<file path="config.mk">
export PLATFORM = sky130hd
export DESIGN_NAME = asf_control
export DESIGN_NICKNAME = d
export VERILOG_FILES = /design/src/hdl/asf_control.v
export VERILOG_INCLUDE_DIRS = /design/src /design/src/hdl
export SDC_FILE = /design/constraint.sdc
export NUM_CORES = 1
export LEC_CHECK = 0
export BUFFER_PORTS_ARGS = -buffer_cell sky130_fd_sc_hd__buf_2
export CORE_UTILIZATION = 40
export CTS_CLUSTER_SIZE = 20
export DETAILED_ROUTE_END_ITERATION = 8
export GPL_TIMING_DRIVEN = 1
export SLEW_MARGIN = 20
export SYNTH_ARGS = -nofsm -noshare
export SYNTH_HDL_FRONTEND = slang
export SYNTH_SLANG_ARGS = --single-unit
</file>
<file path="constraint.sdc">
create_clock -name i_sys_clk -period 4.84 [get_ports i_sys_clk]
set_input_delay 0.242 -clock i_sys_clk [delete_from_list [all_inputs] [get_ports i_sys_clk]]
set_output_delay 0.242 -clock i_sys_clk [all_outputs]
set_load 0.02 [all_outputs]
</file>
<file path="src/hdl/asf_defines.vh">
// Register map, field positions and reset values for the converter control.
// Assumes a 32-bit AXI4-Lite slave with one aligned word per register.
`ifndef ASF_DEFINES_VH
`define ASF_DEFINES_VH

// ----------------------------------------------------------------------
// Register byte offsets
// ----------------------------------------------------------------------
`define ASF_REG_CTRL 4'h0
`define ASF_REG_CMD 4'h4
`define ASF_REG_CHAN 4'h8
`define ASF_REG_STATUS 4'hc
`define ASF_REG_DATA 5'h10
`define ASF_REG_COUNT 5'h14

// ----------------------------------------------------------------------
// Field positions
// ----------------------------------------------------------------------
`define ASF_CTRL_IRQ_EN 0
`define ASF_CTRL_FIFO_SEL 1
`define ASF_CTRL_THR_SEL 2
`define ASF_CTRL_SCAN 3
`define ASF_CTRL_TRIG_CLK_EN 4
`define ASF_CTRL_TRIG_SRC 5
`define ASF_CMD_START 0
`define ASF_CMD_IRQ_CLR 1
`define ASF_CMD_FIFO_RST 2

// ----------------------------------------------------------------------
// Reset values, thresholds and sizes
// ----------------------------------------------------------------------
`define ASF_CTRL_RESET 6'h00
`define ASF_CHAN_RESET 8'hf0
`define ASF_THR_HIGH 11'h400
`define ASF_THR_LOW 11'h100
`define ASF_FIFO_DEPTH 16
`define ASF_FIFO_AW 4
`define ASF_SAMPLE_W 20
`define ASF_RESP_OKAY 2'b00
`define ASF_RESP_SLVERR 2'b10

`endif

</file>
<file path="src/hdl/asf_control.v">
// Converter sequencing, sample FIFO and interrupt decision logic.
// Assumes a converter on the same clock that answers each start pulse
// with one done pulse carrying data, and an AXI4-Lite master.
`timescale 1ns/100ps
`include "asf_defines.vh"

// ----------------------------------------------------------------------
// Sample FIFO
// ----------------------------------------------------------------------
module asf_fifo #(
  parameter WIDTH = 20,
  parameter DEPTH = 16,
  parameter AW = 4
) (
  // Clock and reset
  input wire i_sys_clk,
  input wire i_arst_n,
  input wire i_flush,
  // Fill side
  input wire i_in_valid,
  output wire o_in_ready,
  input wire [WIDTH-1:0] i_in_data,
  // Drain side
  output wire o_out_valid,
  input wire i_out_ready,
  output wire [WIDTH-1:0] o_out_data,
  output wire [AW:0] o_level
);
  reg [WIDTH-1:0] mem [0:DEPTH-1];
  reg [AW-1:0] wr_ptr;
  reg [AW-1:0] rd_ptr;
  reg [AW:0] level;
  localparam [AW:0] FULL_LEVEL = DEPTH;
  wire push;
  wire pop;

  assign o_in_ready = (level != FULL_LEVEL);
  assign o_out_valid = (level != {(AW+1){1'b0}});
  assign push = i_in_valid && o_in_ready;
  assign pop = o_out_valid && i_out_ready;
  assign o_out_data = mem[rd_ptr];
  assign o_level = level;

  always @(posedge i_sys_clk) begin
    if (push) begin
      mem[wr_ptr] <= i_in_data;
    end
  end

  always @(posedge i_sys_clk or negedge i_arst_n) begin
    if (!i_arst_n) begin
      wr_ptr <= {AW{1'b0}};
      rd_ptr <= {AW{1'b0}};
      level <= {(AW+1){1'b0}};
    end else if (i_flush) begin
      wr_ptr <= {AW{1'b0}};
      rd_ptr <= {AW{1'b0}};
      level <= {(AW+1){1'b0}};
    end else begin
      if (push) begin
        wr_ptr <= wr_ptr + {{(AW-1){1'b0}}, 1'b1};
      end
      if (pop) begin
        rd_ptr <= rd_ptr + {{(AW-1){1'b0}}, 1'b1};
      end
      if (push && !pop) begin
        level <= level + {{AW{1'b0}}, 1'b1};
      end else if (pop && !push) begin
        level <= level - {{AW{1'b0}}, 1'b1};
      end
    end
  end
endmodule // asf_fifo

// ----------------------------------------------------------------------
// Top level
// ----------------------------------------------------------------------
module asf_control (
  // Clock and reset
  input wire i_sys_clk,
  input wire i_arst_n,
  // AXI4-Lite write address
  input wire i_s_axi_awvalid,
  output wire o_s_axi_awready,
  input wire [4:0] i_s_axi_awaddr,
  // AXI4-Lite write data
  input wire i_s_axi_wvalid,
  output wire o_s_axi_wready,
  input wire [31:0] i_s_axi_wdata,
  input wire [3:0] i_s_axi_wstrb,
  // AXI4-Lite write response
  output reg o_s_axi_bvalid,
  input wire i_s_axi_bready,
  output reg [1:0] o_s_axi_bresp,
  // AXI4-Lite read
  input wire i_s_axi_arvalid,
  output wire o_s_axi_arready,
  input wire [4:0] i_s_axi_araddr,
  output reg o_s_axi_rvalid,
  input wire i_s_axi_rready,
  output reg [31:0] o_s_axi_rdata,
  output reg [1:0] o_s_axi_rresp,
  // Trigger sources
  input wire i_external_trigger_pin,
  input wire i_timer0_tick,
  // Converter
  output reg o_conv_start,
  output reg [3:0] o_conv_channel,
  input wire i_conv_done,
  input wire [15:0] i_conv_data,
  // Status
  output reg o_conv_active_flag,
  output reg o_conv_irq
);
  localparam [2:0] ST_IDLE = 3'b001;
  localparam [2:0] ST_CONV = 3'b010;
  localparam [2:0] ST_STORE = 3'b100;

  reg [5:0] ctrl;
  reg [3:0] chan_low;
  reg [3:0] chan_high;
  reg [2:0] state;
  reg [3:0] cur_chan;
  reg [15:0] sample;
  reg [10:0] conv_count;
  reg [1:0] ext_sync;
  reg ext_prev;
  reg aw_got;
  reg w_got;
  reg [4:0] aw_addr;
  reg [31:0] w_data;
  reg [3:0] w_strb;

  wire conv_irq_enable = ctrl[`ASF_CTRL_IRQ_EN];
  wire fifo_irq_select = ctrl[`ASF_CTRL_FIFO_SEL];
  wire fifo_threshold_select = ctrl[`ASF_CTRL_THR_SEL];
  wire scan_mode_on = ctrl[`ASF_CTRL_SCAN];
  wire trigger_clock_enable = ctrl[`ASF_CTRL_TRIG_CLK_EN];
  wire trigger_source_select = ctrl[`ASF_CTRL_TRIG_SRC];

  // Register write decode, used by the control, command and channel paths.
  function wr_hit;
    input [4:0] addr;
    input [4:0] target;
    begin
      wr_hit = (addr == target);
    end
  endfunction

  wire wr_fire = aw_got && w_got && !o_s_axi_bvalid;
  wire wr_ctrl = wr_fire && wr_hit(aw_addr, {1'b0, `ASF_REG_CTRL}) &&
    w_strb[0];
  wire wr_cmd = wr_fire && wr_hit(aw_addr, {1'b0, `ASF_REG_CMD}) &&
    w_strb[0];
  wire wr_chan = wr_fire && wr_hit(aw_addr, {1'b0, `ASF_REG_CHAN}) &&
    w_strb[0];
  wire sw_start = wr_cmd && w_data[`ASF_CMD_START];
  wire irq_clear = wr_cmd && w_data[`ASF_CMD_IRQ_CLR];
  wire fifo_flush = wr_cmd && w_data[`ASF_CMD_FIFO_RST];

  // ----------------------------------------------------------------------
  // Trigger selection
  // ----------------------------------------------------------------------
  wire ext_rise = ext_sync[1] && !ext_prev;
  wire hw_trigger = trigger_source_select ? i_timer0_tick : ext_rise;
  // With the interrupt off only the software write starts work.
  wire trigger = (conv_irq_enable && trigger_clock_enable) ?
    hw_trigger : sw_start;

  always @(posedge i_sys_clk or negedge i_arst_n) begin
    if (!i_arst_n) begin
      ext_sync <= 2'b00;
      ext_prev <= 1'b0;
    end else begin
      ext_sync <= {ext_sync[0], i_external_trigger_pin};
      ext_prev <= ext_sync[1];
    end
  end

  // ----------------------------------------------------------------------
  // Sample FIFO
  // ----------------------------------------------------------------------
  wire fifo_in_ready;
  wire fifo_out_valid;
  wire [`ASF_SAMPLE_W-1:0] fifo_out_data;
  wire [`ASF_FIFO_AW:0] fifo_level;
  wire rd_data_pop;
  wire store_ok = state[2] && fifo_in_ready;

  // Every result is queued regardless of the interrupt selection.
  asf_fifo #(
    .WIDTH(`ASF_SAMPLE_W),
    .DEPTH(`ASF_FIFO_DEPTH),
    .AW(`ASF_FIFO_AW)
  ) u_fifo (
    .i_sys_clk(i_sys_clk),
    .i_arst_n(i_arst_n),
    .i_flush(fifo_flush),
    .i_in_valid(state[2]),
    .o_in_ready(fifo_in_ready),
    .i_in_data({o_conv_channel, sample}),
    .o_out_valid(fifo_out_valid),
    .i_out_ready(rd_data_pop),
    .o_out_data(fifo_out_data),
    .o_level(fifo_level)
  );

  // ----------------------------------------------------------------------
  // Conversion sequencer
  // ----------------------------------------------------------------------
  wire last_of_scan = !scan_mode_on || (o_conv_channel == chan_high);
  wire seq_end = store_ok && last_of_scan;
  wire [3:0] chan_next = (cur_chan == chan_high) ? chan_low :
    cur_chan + 4'h1;

  always @(posedge i_sys_clk or negedge i_arst_n) begin
    if (!i_arst_n) begin
      state <= ST_IDLE;
      cur_chan <= 4'h0;
      o_conv_channel <= 4'h0;
      o_conv_start <= 1'b0;
      o_conv_active_flag <= 1'b0;
      sample <= 16'h0000;
    end else begin
      o_conv_start <= 1'b0;
      if (wr_chan) begin
        cur_chan <= w_data[3:0];
      end
      case (state)
        ST_IDLE: begin
          if (trigger) begin
            o_conv_channel <= scan_mode_on ? chan_low : cur_chan;
            o_conv_start <= 1'b1;
            o_conv_active_flag <= 1'b1;
            state <= ST_CONV;
          end
        end
        ST_CONV: begin
          if (i_conv_done) begin
            sample <= i_conv_data;
            state <= ST_STORE;
          end
        end
        ST_STORE: begin
          // A full queue stalls the sequencer until software drains it.
          if (store_ok) begin
            if (!scan_mode_on && !wr_chan) begin
              cur_chan <= chan_next;
            end
            if (last_of_scan) begin
              o_conv_active_flag <= 1'b0;
              state <= ST_IDLE;
            end else begin
              o_conv_channel <= o_conv_channel + 4'h1;
              o_conv_start <= 1'b1;
              state <= ST_CONV;
            end
          end
        end
        default: begin
          state <= ST_IDLE;
          o_conv_active_flag <= 1'b0;
        end
      endcase
    end
  end

  // ----------------------------------------------------------------------
  // Interrupt decision
  // ----------------------------------------------------------------------
  wire [10:0] thr = fifo_threshold_select ? `ASF_THR_LOW : `ASF_THR_HIGH;
  wire [10:0] count_next = conv_count + {10'h000, store_ok &&
    (conv_count != 11'h7ff)};
  wire thr_reached = (count_next >= thr);
  reg irq_event;

  always @* begin
    irq_event = 1'b0;
    if (!fifo_irq_select) begin
      // Threshold select plays no part here.
      irq_event = seq_end;
    end else if (!scan_mode_on) begin
      irq_event = store_ok && thr_reached;
    end else begin
      irq_event = seq_end && thr_reached;
    end
  end

  always @(posedge i_sys_clk or negedge i_arst_n) begin
    if (!i_arst_n) begin
      o_conv_irq <= 1'b0;
      conv_count <= 11'h000;
    end else begin
      // A new event in the clearing cycle keeps the request set.
      if (conv_irq_enable && irq_event) begin
        o_conv_irq <= 1'b1;
      end else if (irq_clear) begin
        o_conv_irq <= 1'b0;
      end
      if (irq_clear || fifo_flush) begin
        conv_count <= {10'h000, store_ok};
      end else begin
        conv_count <= count_next;
      end
    end
  end

  // ----------------------------------------------------------------------
  // AXI4-Lite slave
  // ----------------------------------------------------------------------
  assign o_s_axi_awready = !aw_got && !o_s_axi_bvalid;
  assign o_s_axi_wready = !w_got && !o_s_axi_bvalid;
  assign o_s_axi_arready = !o_s_axi_rvalid;
  wire rd_fire = i_s_axi_arvalid && o_s_axi_arready;
  assign rd_data_pop = rd_fire && (i_s_axi_araddr == `ASF_REG_DATA);

  wire wr_mapped = wr_hit(aw_addr, {1'b0, `ASF_REG_CTRL}) ||
    wr_hit(aw_addr, {1'b0, `ASF_REG_CMD}) ||
    wr_hit(aw_addr, {1'b0, `ASF_REG_CHAN});

  always @(posedge i_sys_clk or negedge i_arst_n) begin
    if (!i_arst_n) begin
      aw_got <= 1'b0;
      w_got <= 1'b0;
      aw_addr <= 5'h00;
      w_data <= 32'h0000_0000;
      w_strb <= 4'h0;
      o_s_axi_bvalid <= 1'b0;
      o_s_axi_bresp <= `ASF_RESP_OKAY;
      ctrl <= `ASF_CTRL_RESET;
      chan_low <= 4'h0;
      chan_high <= 4'hf;
    end else begin
      if (i_s_axi_awvalid && o_s_axi_awready) begin
        aw_got <= 1'b1;
        aw_addr <= {i_s_axi_awaddr[4:2], 2'b00};
      end
      if (i_s_axi_wvalid && o_s_axi_wready) begin
        w_got <= 1'b1;
        w_data <= i_s_axi_wdata;
        w_strb <= i_s_axi_wstrb;
      end
      if (wr_fire) begin
        aw_got <= 1'b0;
        w_got <= 1'b0;
        o_s_axi_bvalid <= 1'b1;
        o_s_axi_bresp <= wr_mapped ? `ASF_RESP_OKAY : `ASF_RESP_SLVERR;
      end else if (o_s_axi_bvalid && i_s_axi_bready) begin
        o_s_axi_bvalid <= 1'b0;
      end
      if (wr_ctrl) begin
        ctrl <= w_data[5:0];
      end
      if (wr_chan) begin
        chan_low <= w_data[3:0];
        chan_high <= w_data[7:4];
      end
    end
  end

  always @(posedge i_sys_clk or negedge i_arst_n) begin
    if (!i_arst_n) begin
      o_s_axi_rvalid <= 1'b0;
      o_s_axi_rdata <= 32'h0000_0000;
      o_s_axi_rresp <= `ASF_RESP_OKAY;
    end else if (rd_fire) begin
      o_s_axi_rvalid <= 1'b1;
      o_s_axi_rresp <= `ASF_RESP_OKAY;
      case ({i_s_axi_araddr[4:2], 2'b00})
        {1'b0, `ASF_REG_CTRL}: begin
          o_s_axi_rdata <= {26'h000_0000, ctrl};
        end
        {1'b0, `ASF_REG_CHAN}: begin
          o_s_axi_rdata <= {24'h00_0000, chan_high, chan_low};
        end
        {1'b0, `ASF_REG_STATUS}: begin
          o_s_axi_rdata <= {16'h0000, 3'b000, fifo_level, cur_chan,
            thr_reached, !fifo_in_ready, !fifo_out_valid,
            o_conv_irq};
        end
        `ASF_REG_DATA: begin
          // Bit 31 marks a valid sample; an empty read returns zero.
          o_s_axi_rdata <= fifo_out_valid ?
            {1'b1, 11'h000, fifo_out_data} : 32'h0000_0000;
        end
        `ASF_REG_COUNT: begin
          o_s_axi_rdata <= {21'h00_0000, conv_count};
        end
        {1'b0, `ASF_REG_CMD}: begin
          o_s_axi_rdata <= {31'h0000_0000, o_conv_active_flag};
        end
        default: begin
          o_s_axi_rdata <= 32'h0000_0000;
          o_s_axi_rresp <= `ASF_RESP_SLVERR;
        end
      endcase
    end else if (o_s_axi_rvalid && i_s_axi_rready) begin
      o_s_axi_rvalid <= 1'b0;
    end
  end
endmodule // asf_control

</file>
# Word level (Yosys, flattened, before mapping)
# Memory sizes are Yosys's and may differ from the RTL's.
# Index checks and enable logic that the tools add are counted.
# totals
register_bits	123
mem_bits_rw	320
word_cells	171
mem_count	1
# memory_table
name	words	word_bits	rd	rd_clocked_by_memory_dff	write_ports	line_no	rtl
u_fifo.mem	16	20	1	0	1	asf_control.v:29	reg [WIDTH-1:0] mem [0:DEPTH-1];
# op_classes
add_sub_neg	7
n_lt_le_gt_ge	1
eq_ne	20
mux	52
bitwise	1
n_reduce_logical	63
# ops
cell	count
one-hot mux 32 bit (6 select lines)	1
two-way mux 4 bit	13
two-way mux 32 bit	1
logical AND 1 bit	31
two-way mux 1 bit	22
two-way mux 11 bit	2
adder 4 x 1 -> 4 bit, second input constant	4
nonzero test 2 bit	8
two-way mux 5 bit	3
equality test 3 x 2 -> 1 bit, second input constant	4
adder 11 x 1 -> 11 bit	1
>= comparator 11 bit	1
zero test 1 bit	11
inequality test 11 bit, second input constant	1
inequality test 2 bit, second input constant	5
equality test 3 x 1 -> 1 bit, second input constant	3
equality test 3 bit, second input constant	3
two-way mux 3 bit	3
one-hot mux 3 bit (3 select lines)	1
equality test 4 bit	2
one-hot mux 4 bit (2 select lines)	1
AND reduction 4 bit	2
two-way mux 2 bit	3
OR reduction 6 bit	1
14 further kinds	17

# Depth between registers and ports, before layout
# logic_depth
depth_word	10
ltp_mapped	16
depth_no_buf	14

# Cells and area by module
# A second synthesis with hierarchy kept.
# hier_totals
hier_cells	1150
hier_area_um2	18189.9
# modules_own_cells
module	instances	cells_per_inst	area_each_um2	seq_area_each_um2
asf_fifo	1	682	13257.7	9934.5
asf_control	1	468	4932.2	2433.6

# Worst setup path after synthesis
# Ideal clock, no wire load.
# synth_timing
kind	register -> register
from	register u_fifo.level[1] (netlist: u_fifo.o_level[1])
to	register o_conv_irq
setup_time_ps	126
arrival_time_ps	3335
t_required_ps	4714
slack_ps	1379
stages_incl_launch_ff	17
n_path_buf	2
cell_sequence	dfrtp_1 or4_1 buf_2 o21ai_0 a31oi_1 ha_1 and4_1 clkbuf_1 nand4_1 xor2_1 inv_1 ha_1 and3b_1 and4_1 a311oi_1 a211oi_1 a21oi_1
# synth_via
elab_chain_cells	10
elab_cells_between_ends	13
cone_classes	add/sub (1); order compare (1); eq/ne (1); mux (3); reduce/logical (7)
# synth_rtl
item	line_no	rtl
from (decl)	asf_control.v:32	reg [AW:0] level;
from (signal assigned)	asf_control.v:54	level <= {(AW+1){1'b0}};
from (signal assigned)	asf_control.v:58	level <= {(AW+1){1'b0}};
from (signal assigned)	asf_control.v:67	level <= level + {{AW{1'b0}}, 1'b1};
inequality test 5 bit *	asf_control.v:37	assign o_in_ready = (level != FULL_LEVEL);
logical AND 1 bit *	asf_control.v:188	wire store_ok = state[2] && fifo_in_ready;
logical AND 1 bit	asf_control.v:272	wire [10:0] count_next = conv_count + {10'h000, store_ok &&
adder 11 x 1 -> 11 bit	asf_control.v:272	
>= comparator 11 bit	asf_control.v:274	wire thr_reached = (count_next >= thr);
logical AND 1 bit (on tied branches)	asf_control.v:283, asf_control.v:285	
two-way mux 1 bit	asf_control.v:282	end else if (!scan_mode_on) begin
two-way mux 1 bit *	asf_control.v:279	if (!fifo_irq_select) begin
logical AND 1 bit *	asf_control.v:295	if (conv_irq_enable && irq_event) begin
two-way mux 1 bit or nonzero test 2 bit (tied branches)	--	
to (signal assigned)	asf_control.v:291	o_conv_irq <= 1'b0;
to (signal assigned)	asf_control.v:296	o_conv_irq <= 1'b1;
to (signal assigned)	asf_control.v:298	o_conv_irq <= 1'b0;
to (decl)	asf_control.v:113	output reg o_conv_irq
# Mark *: on every way between the ends. The rest lies on a longest branch, timed or not.
# A chain may end at the register's enable or synchronous reset.

# Worst setup path in the final report
# layout_timing
from	register u_fifo.level[0] (netlist: u_fifo.o_level[0])
to	register o_conv_irq
# Same word-level chain as after synthesis.

==> impl_table.tex <==
\begin{tabular}{lr}
\hline
Metric & Value \\
\hline
\multicolumn{2}{l}{\textbf{Status}} \\
Run status & complete, no violations \\
\multicolumn{2}{l}{\textbf{Logic synthesis}} \\
Post-synth top area cell & sky130\_fd\_sc\_hd\_\_edfxtp\_1 \\
Share of synthesized area occupied by flip-flops and latches & 0.694 \\
Average size of a mapped cell & 17.6 um\^{}2 \\
Share of async-settable or async-resettable flops after synthesis & 0.256 \\
Cell with the most instances after synthesis & sky130\_fd\_sc\_hd\_\_edfxtp\_1 \\
Post-synthesis sequential element count & 430 \\
Post-synthesis cell area & $\sim$18,000 um\^{}2 \\
Count of unique library cells instantiated by Yosys & 70 \\
Commonest register cell after synthesis & sky130\_fd\_sc\_hd\_\_edfxtp\_1 \\
Post-synthesis cell count & just over 1,000 \\
Number of enable-type register cells in the synthesized netlist & 320 \\
YS warnings & 0 \\
Top post-synthesis cells by area & sky130\_fd\_sc\_hd\_\_edfxtp\_1 (54\%), sky130\_fd\_sc\_hd\_\_dfrtp\_1 (15\%), sky130\_fd\_sc\_hd\_\_mux4\_2 (13\%), sky130\_fd\_sc\_hd\_\_mux2\_2 (3.2\%), sky130\_fd\_sc\_hd\_\_ha\_1 (0.98\%) \\
Synth top area share & 0.539 \\
List of most frequent post-synthesis cells & sky130\_fd\_sc\_hd\_\_edfxtp\_1 (320), sky130\_fd\_sc\_hd\_\_dfrtp\_1 (105), sky130\_fd\_sc\_hd\_\_mux4\_2 (100) \\
\multicolumn{2}{l}{\textbf{Die}} \\
Die Y & about 210 um \\
Area of the core region & 43,500 um\^{}2 \\
Initial Utilization & 0.410 \\
Count of boundary I/O pins & 120 \\
Count of standard-cell rows & 76 \\
Die Wd & approximately 210 um \\
Overall die area & 45,400 um\^{}2 \\
\multicolumn{2}{l}{\textbf{Global routing}} \\
Number of global-route vias before repair & 9,621 \\
Number of antenna violations at the first check in global routing & 0 \\
All-layer global routing usage & 0.185 \\
Maximum number of pins on one net before global-route repair & 47 \\
Wire length of the first global-routing pass & approximately 60 mm \\
Global route total overflow & 0 \\
\multicolumn{2}{l}{\textbf{Critical path}} \\
Endpoint required time on the critical path & 5.34 ns \\
Category of the critical setup timing path & flip-flop to flip-flop \\
Max FO, Critical Path & 7 \\
Slack of the worst reg-to-reg path & 1.19 ns \\
Arrival time at the worst endpoint & just over 4 ns \\
Number of cell instances on the worst register-to-register path & 14 \\
Critical register-to-register path startpoint & u\_fifo.o\_level[0] \\
Critical path launch point type & flip-flop \\
FF-to-FF End & o\_conv\_irq \\
Worst setup EP type & flip-flop \\
\multicolumn{2}{l}{\textbf{Clocking}} \\
Clock latency reported for the late side of the worst-skew pair & 0.59 ns \\
\# clock sinks & 430 \\
Max Root-Sink Buffers & 3 \\
Number of setup buffers added after CTS & 0 \\
Clock tree from TritonCTS & done \\
Number of clock buffers inserted by TritonCTS & between 40 and 50 \\
Number of resized instances in the post-cts repair step & 0 \\
Clock transition at the register clock pins on the worst setup and hold paths after CTS & roughly 0.060 ns \\
Number of H-tree levels & 2 \\
Cell at the root of the clock tree & sky130\_fd\_sc\_hd\_\_clkbuf\_16 \\
\multicolumn{2}{l}{\textbf{Layout}} \\
Storage cell area & about 12,000 um\^{}2 \\
Fraction of the core area covered by cells at the end of the flow & 0.475 \\
Layout overhead on the synthesized area & 15.8\% \\
Combined area of the multi-input logic cells & 5090 um\^{}2 \\
Fraction of final layout cells sized beyond drive strength 1 & 0.297 \\
Post-route non-filler standard cell count & 1,753 \\
Number of filler instances in the final layout & 3,709 \\
Nets@finish & 1,216 \\
\multicolumn{2}{l}{\textbf{Worst hold path}} \\
Class of the tightest hold or removal check & primary input to flip-flop \\
Worst Hold Launch & i\_s\_axi\_awvalid \\
Terminating pin of the worst hold path & aw\_got \\
Min-Delay Path Depth & 3 \\
\multicolumn{2}{l}{\textbf{Routing}} \\
Total wirelength of the detailed-routed design & 40.4 mm \\
Antenna Violating Nets Remaining & 0 \\
Detailed-routing iteration count for the pre-antenna-repair pass & 5 \\
DRC marker count from the first detailed-route iteration & about 900 \\
DRC errors left & 0 \\
Via count & 9,430 \\
Routed length per placed instance & 23.0 um \\
Routed via count divided by cell count & 5.38 \\
\multicolumn{2}{l}{\textbf{Timing}} \\
Fmax & 274 MHz \\
Normalized max-slew margin & 0.261 \\
Number of hold violations in the final report & 0 \\
Crit share post-route & 0.755 \\
Slew at the pin with the worst max-slew slack & 1.11 ns \\
Setup TNS & 0 ns \\
Setup Viol. Count Final & 0 \\
Max Slew Vio Count & 0 \\
Setup repair after global routing missed its margin & no \\
Final clock skew & approximately 0.026 ns \\
Crit path time final & around 3.7 ns \\
\multicolumn{2}{l}{\textbf{Flow run}} \\
Max capacitance violation total & 0 \\
\multicolumn{2}{l}{\textbf{Power}} \\
Power consumption & slightly below 10 mW \\
Highest ir drop seen on vdd & 0.263 mV \\
Pwr Density & 476 nW/um\^{}2 \\
Reported leakage power & 7.40 nW \\
\multicolumn{2}{l}{\textbf{Placement}} \\
Global placer's final weighted congestion & 0.835 \\
Port Buf Inserts & between 70 and 80 \\
Placed cell count & 1,634 \\
HPWL Detailed & 23.3 mm \\
\hline
\end{tabular}
## cells by family (layout without fill, tap and decap cells)
logic type / after synthesis / count (layout) / synth area share
flip-flops: 430 / 430 / 0.694
AND/OR/NAND/NOR: 168 / 168 / 0.0494
multiplexers: 159 / 159 / 0.163
AO/OA/AOI/OAI: 114 / 114 / 0.0435
buffers and inverters: 95 / 240 / 0.0244
XOR/XNOR: 28 / 28 / 0.0142
adder cells (fa/ha/maj): 15 / 15 / 0.0110
other: 1 / 14 / 0.000210
## layer usage
metal  wire [um]  vias up  part of all wire  GRT usage
li1            -     4206                 -          -
met1       17400     4907              0.43      0.249
met2       20000      257              0.50      0.308
met3        2110       60             0.052     0.0291
met4         869        0             0.022     0.0558
met5           0        -                 0          0
## how the worst max path moves through the flow
stage | cells after the start | endpoint | startpoint
global placement | 14 | o_conv_irq | u_fifo.o_level[1]
finish | 14 | o_conv_irq | u_fifo.o_level[0]
global route | 14 | o_conv_irq | u_fifo.o_level[0]
floorplan | 16 | o_conv_irq | u_fifo.o_level[1]
CTS | 14 | o_conv_irq | u_fifo.o_level[0]
detailed placement | 14 | o_conv_irq | u_fifo.o_level[0]
## power by group
group,internal [mW],switching (mW)
Sequential,4.25,0.483
Clock,2.01,1.46
Combinational,0.905,0.713
Total,7.16,2.66
## sequential cells by signal, indices dropped and copies added, names as in the netlist, 2 cells and up
name and count:
o_conv_channel 4, w_data 8, u_fifo.wr_ptr 4, chan_high 4
u_fifo.o_level 5, cur_chan 4, conv_count 11, chan_low 4
state 3, o_s_axi_rdata 21, u_fifo.mem 320, aw_addr 3
ctrl 6, sample 16, ext_sync 2, u_fifo.rd_ptr 4
## area by class of cell
class,instances,area share
clock buffers,63,0.0613
well taps,585,0.0355
inverters,33,0.00601
multi-input cells,497,0.247
diodes,1,0.000121
repair buffers,121,0.0387
flip-flops and latches,430,0.600
clock inverters,23,0.0116
## stage by stage
step                hold slack, ns  area [um^2]  setup slack [ns]
floorplan                  -0.0536        17900              1.38
CTS                         0.0216        20600              1.24
global route                0.0450        20600             0.979
detailed placement           0.185        18800              1.29
global placement             0.180        18800              1.32
finish                      0.0478        20600              1.19
## placed cells by master (no fill, tap or decap), types with 13 or more instances in the layout
master	instances
sky130_fd_sc_hd__edfxtp_1	320
sky130_fd_sc_hd__dfrtp_1	102
sky130_fd_sc_hd__mux4_2	100
sky130_fd_sc_hd__buf_2	76
sky130_fd_sc_hd__mux2_2	51
sky130_fd_sc_hd__clkbuf_16	46
sky130_fd_sc_hd__nor2_1	43
sky130_fd_sc_hd__nand2_1	39
sky130_fd_sc_hd__o21ai_0	34
sky130_fd_sc_hd__inv_1	33
sky130_fd_sc_hd__dlygate4sd3_1	32
sky130_fd_sc_hd__a21oi_1	19
sky130_fd_sc_hd__xor2_1	15
sky130_fd_sc_hd__nand3_1	14
sky130_fd_sc_hd__ha_1	14
sky130_fd_sc_hd__conb_1	13
sky130_fd_sc_hd__buf_4	13
## worst max-delay path: stages, from the launching register on
cell and delay (ns):
sky130_fd_sc_hd__dfrtp_1 0.45, sky130_fd_sc_hd__or4_1 0.65, sky130_fd_sc_hd__o21ai_0 0.38, sky130_fd_sc_hd__a31oi_1 0.12, sky130_fd_sc_hd__ha_1 0.23, sky130_fd_sc_hd__and4_1 0.27
sky130_fd_sc_hd__nand4_1 0.14, sky130_fd_sc_hd__xor2_1 0.10, sky130_fd_sc_hd__inv_1 0.07, sky130_fd_sc_hd__ha_1 0.17, sky130_fd_sc_hd__and3b_1 0.18, sky130_fd_sc_hd__and4_1 0.19
sky130_fd_sc_hd__a311oi_1 0.39, sky130_fd_sc_hd__a211oi_1 0.09, sky130_fd_sc_hd__a21oi_1 0.15
## what timing repair did
item                                    4_1_cts  5_1_grt
endpoints found under the setup margin        0        0
hold buffers                                 32        0
endpoints found under the hold margin        50        0
Note: power is estimated with default switching activity, not from simulation.
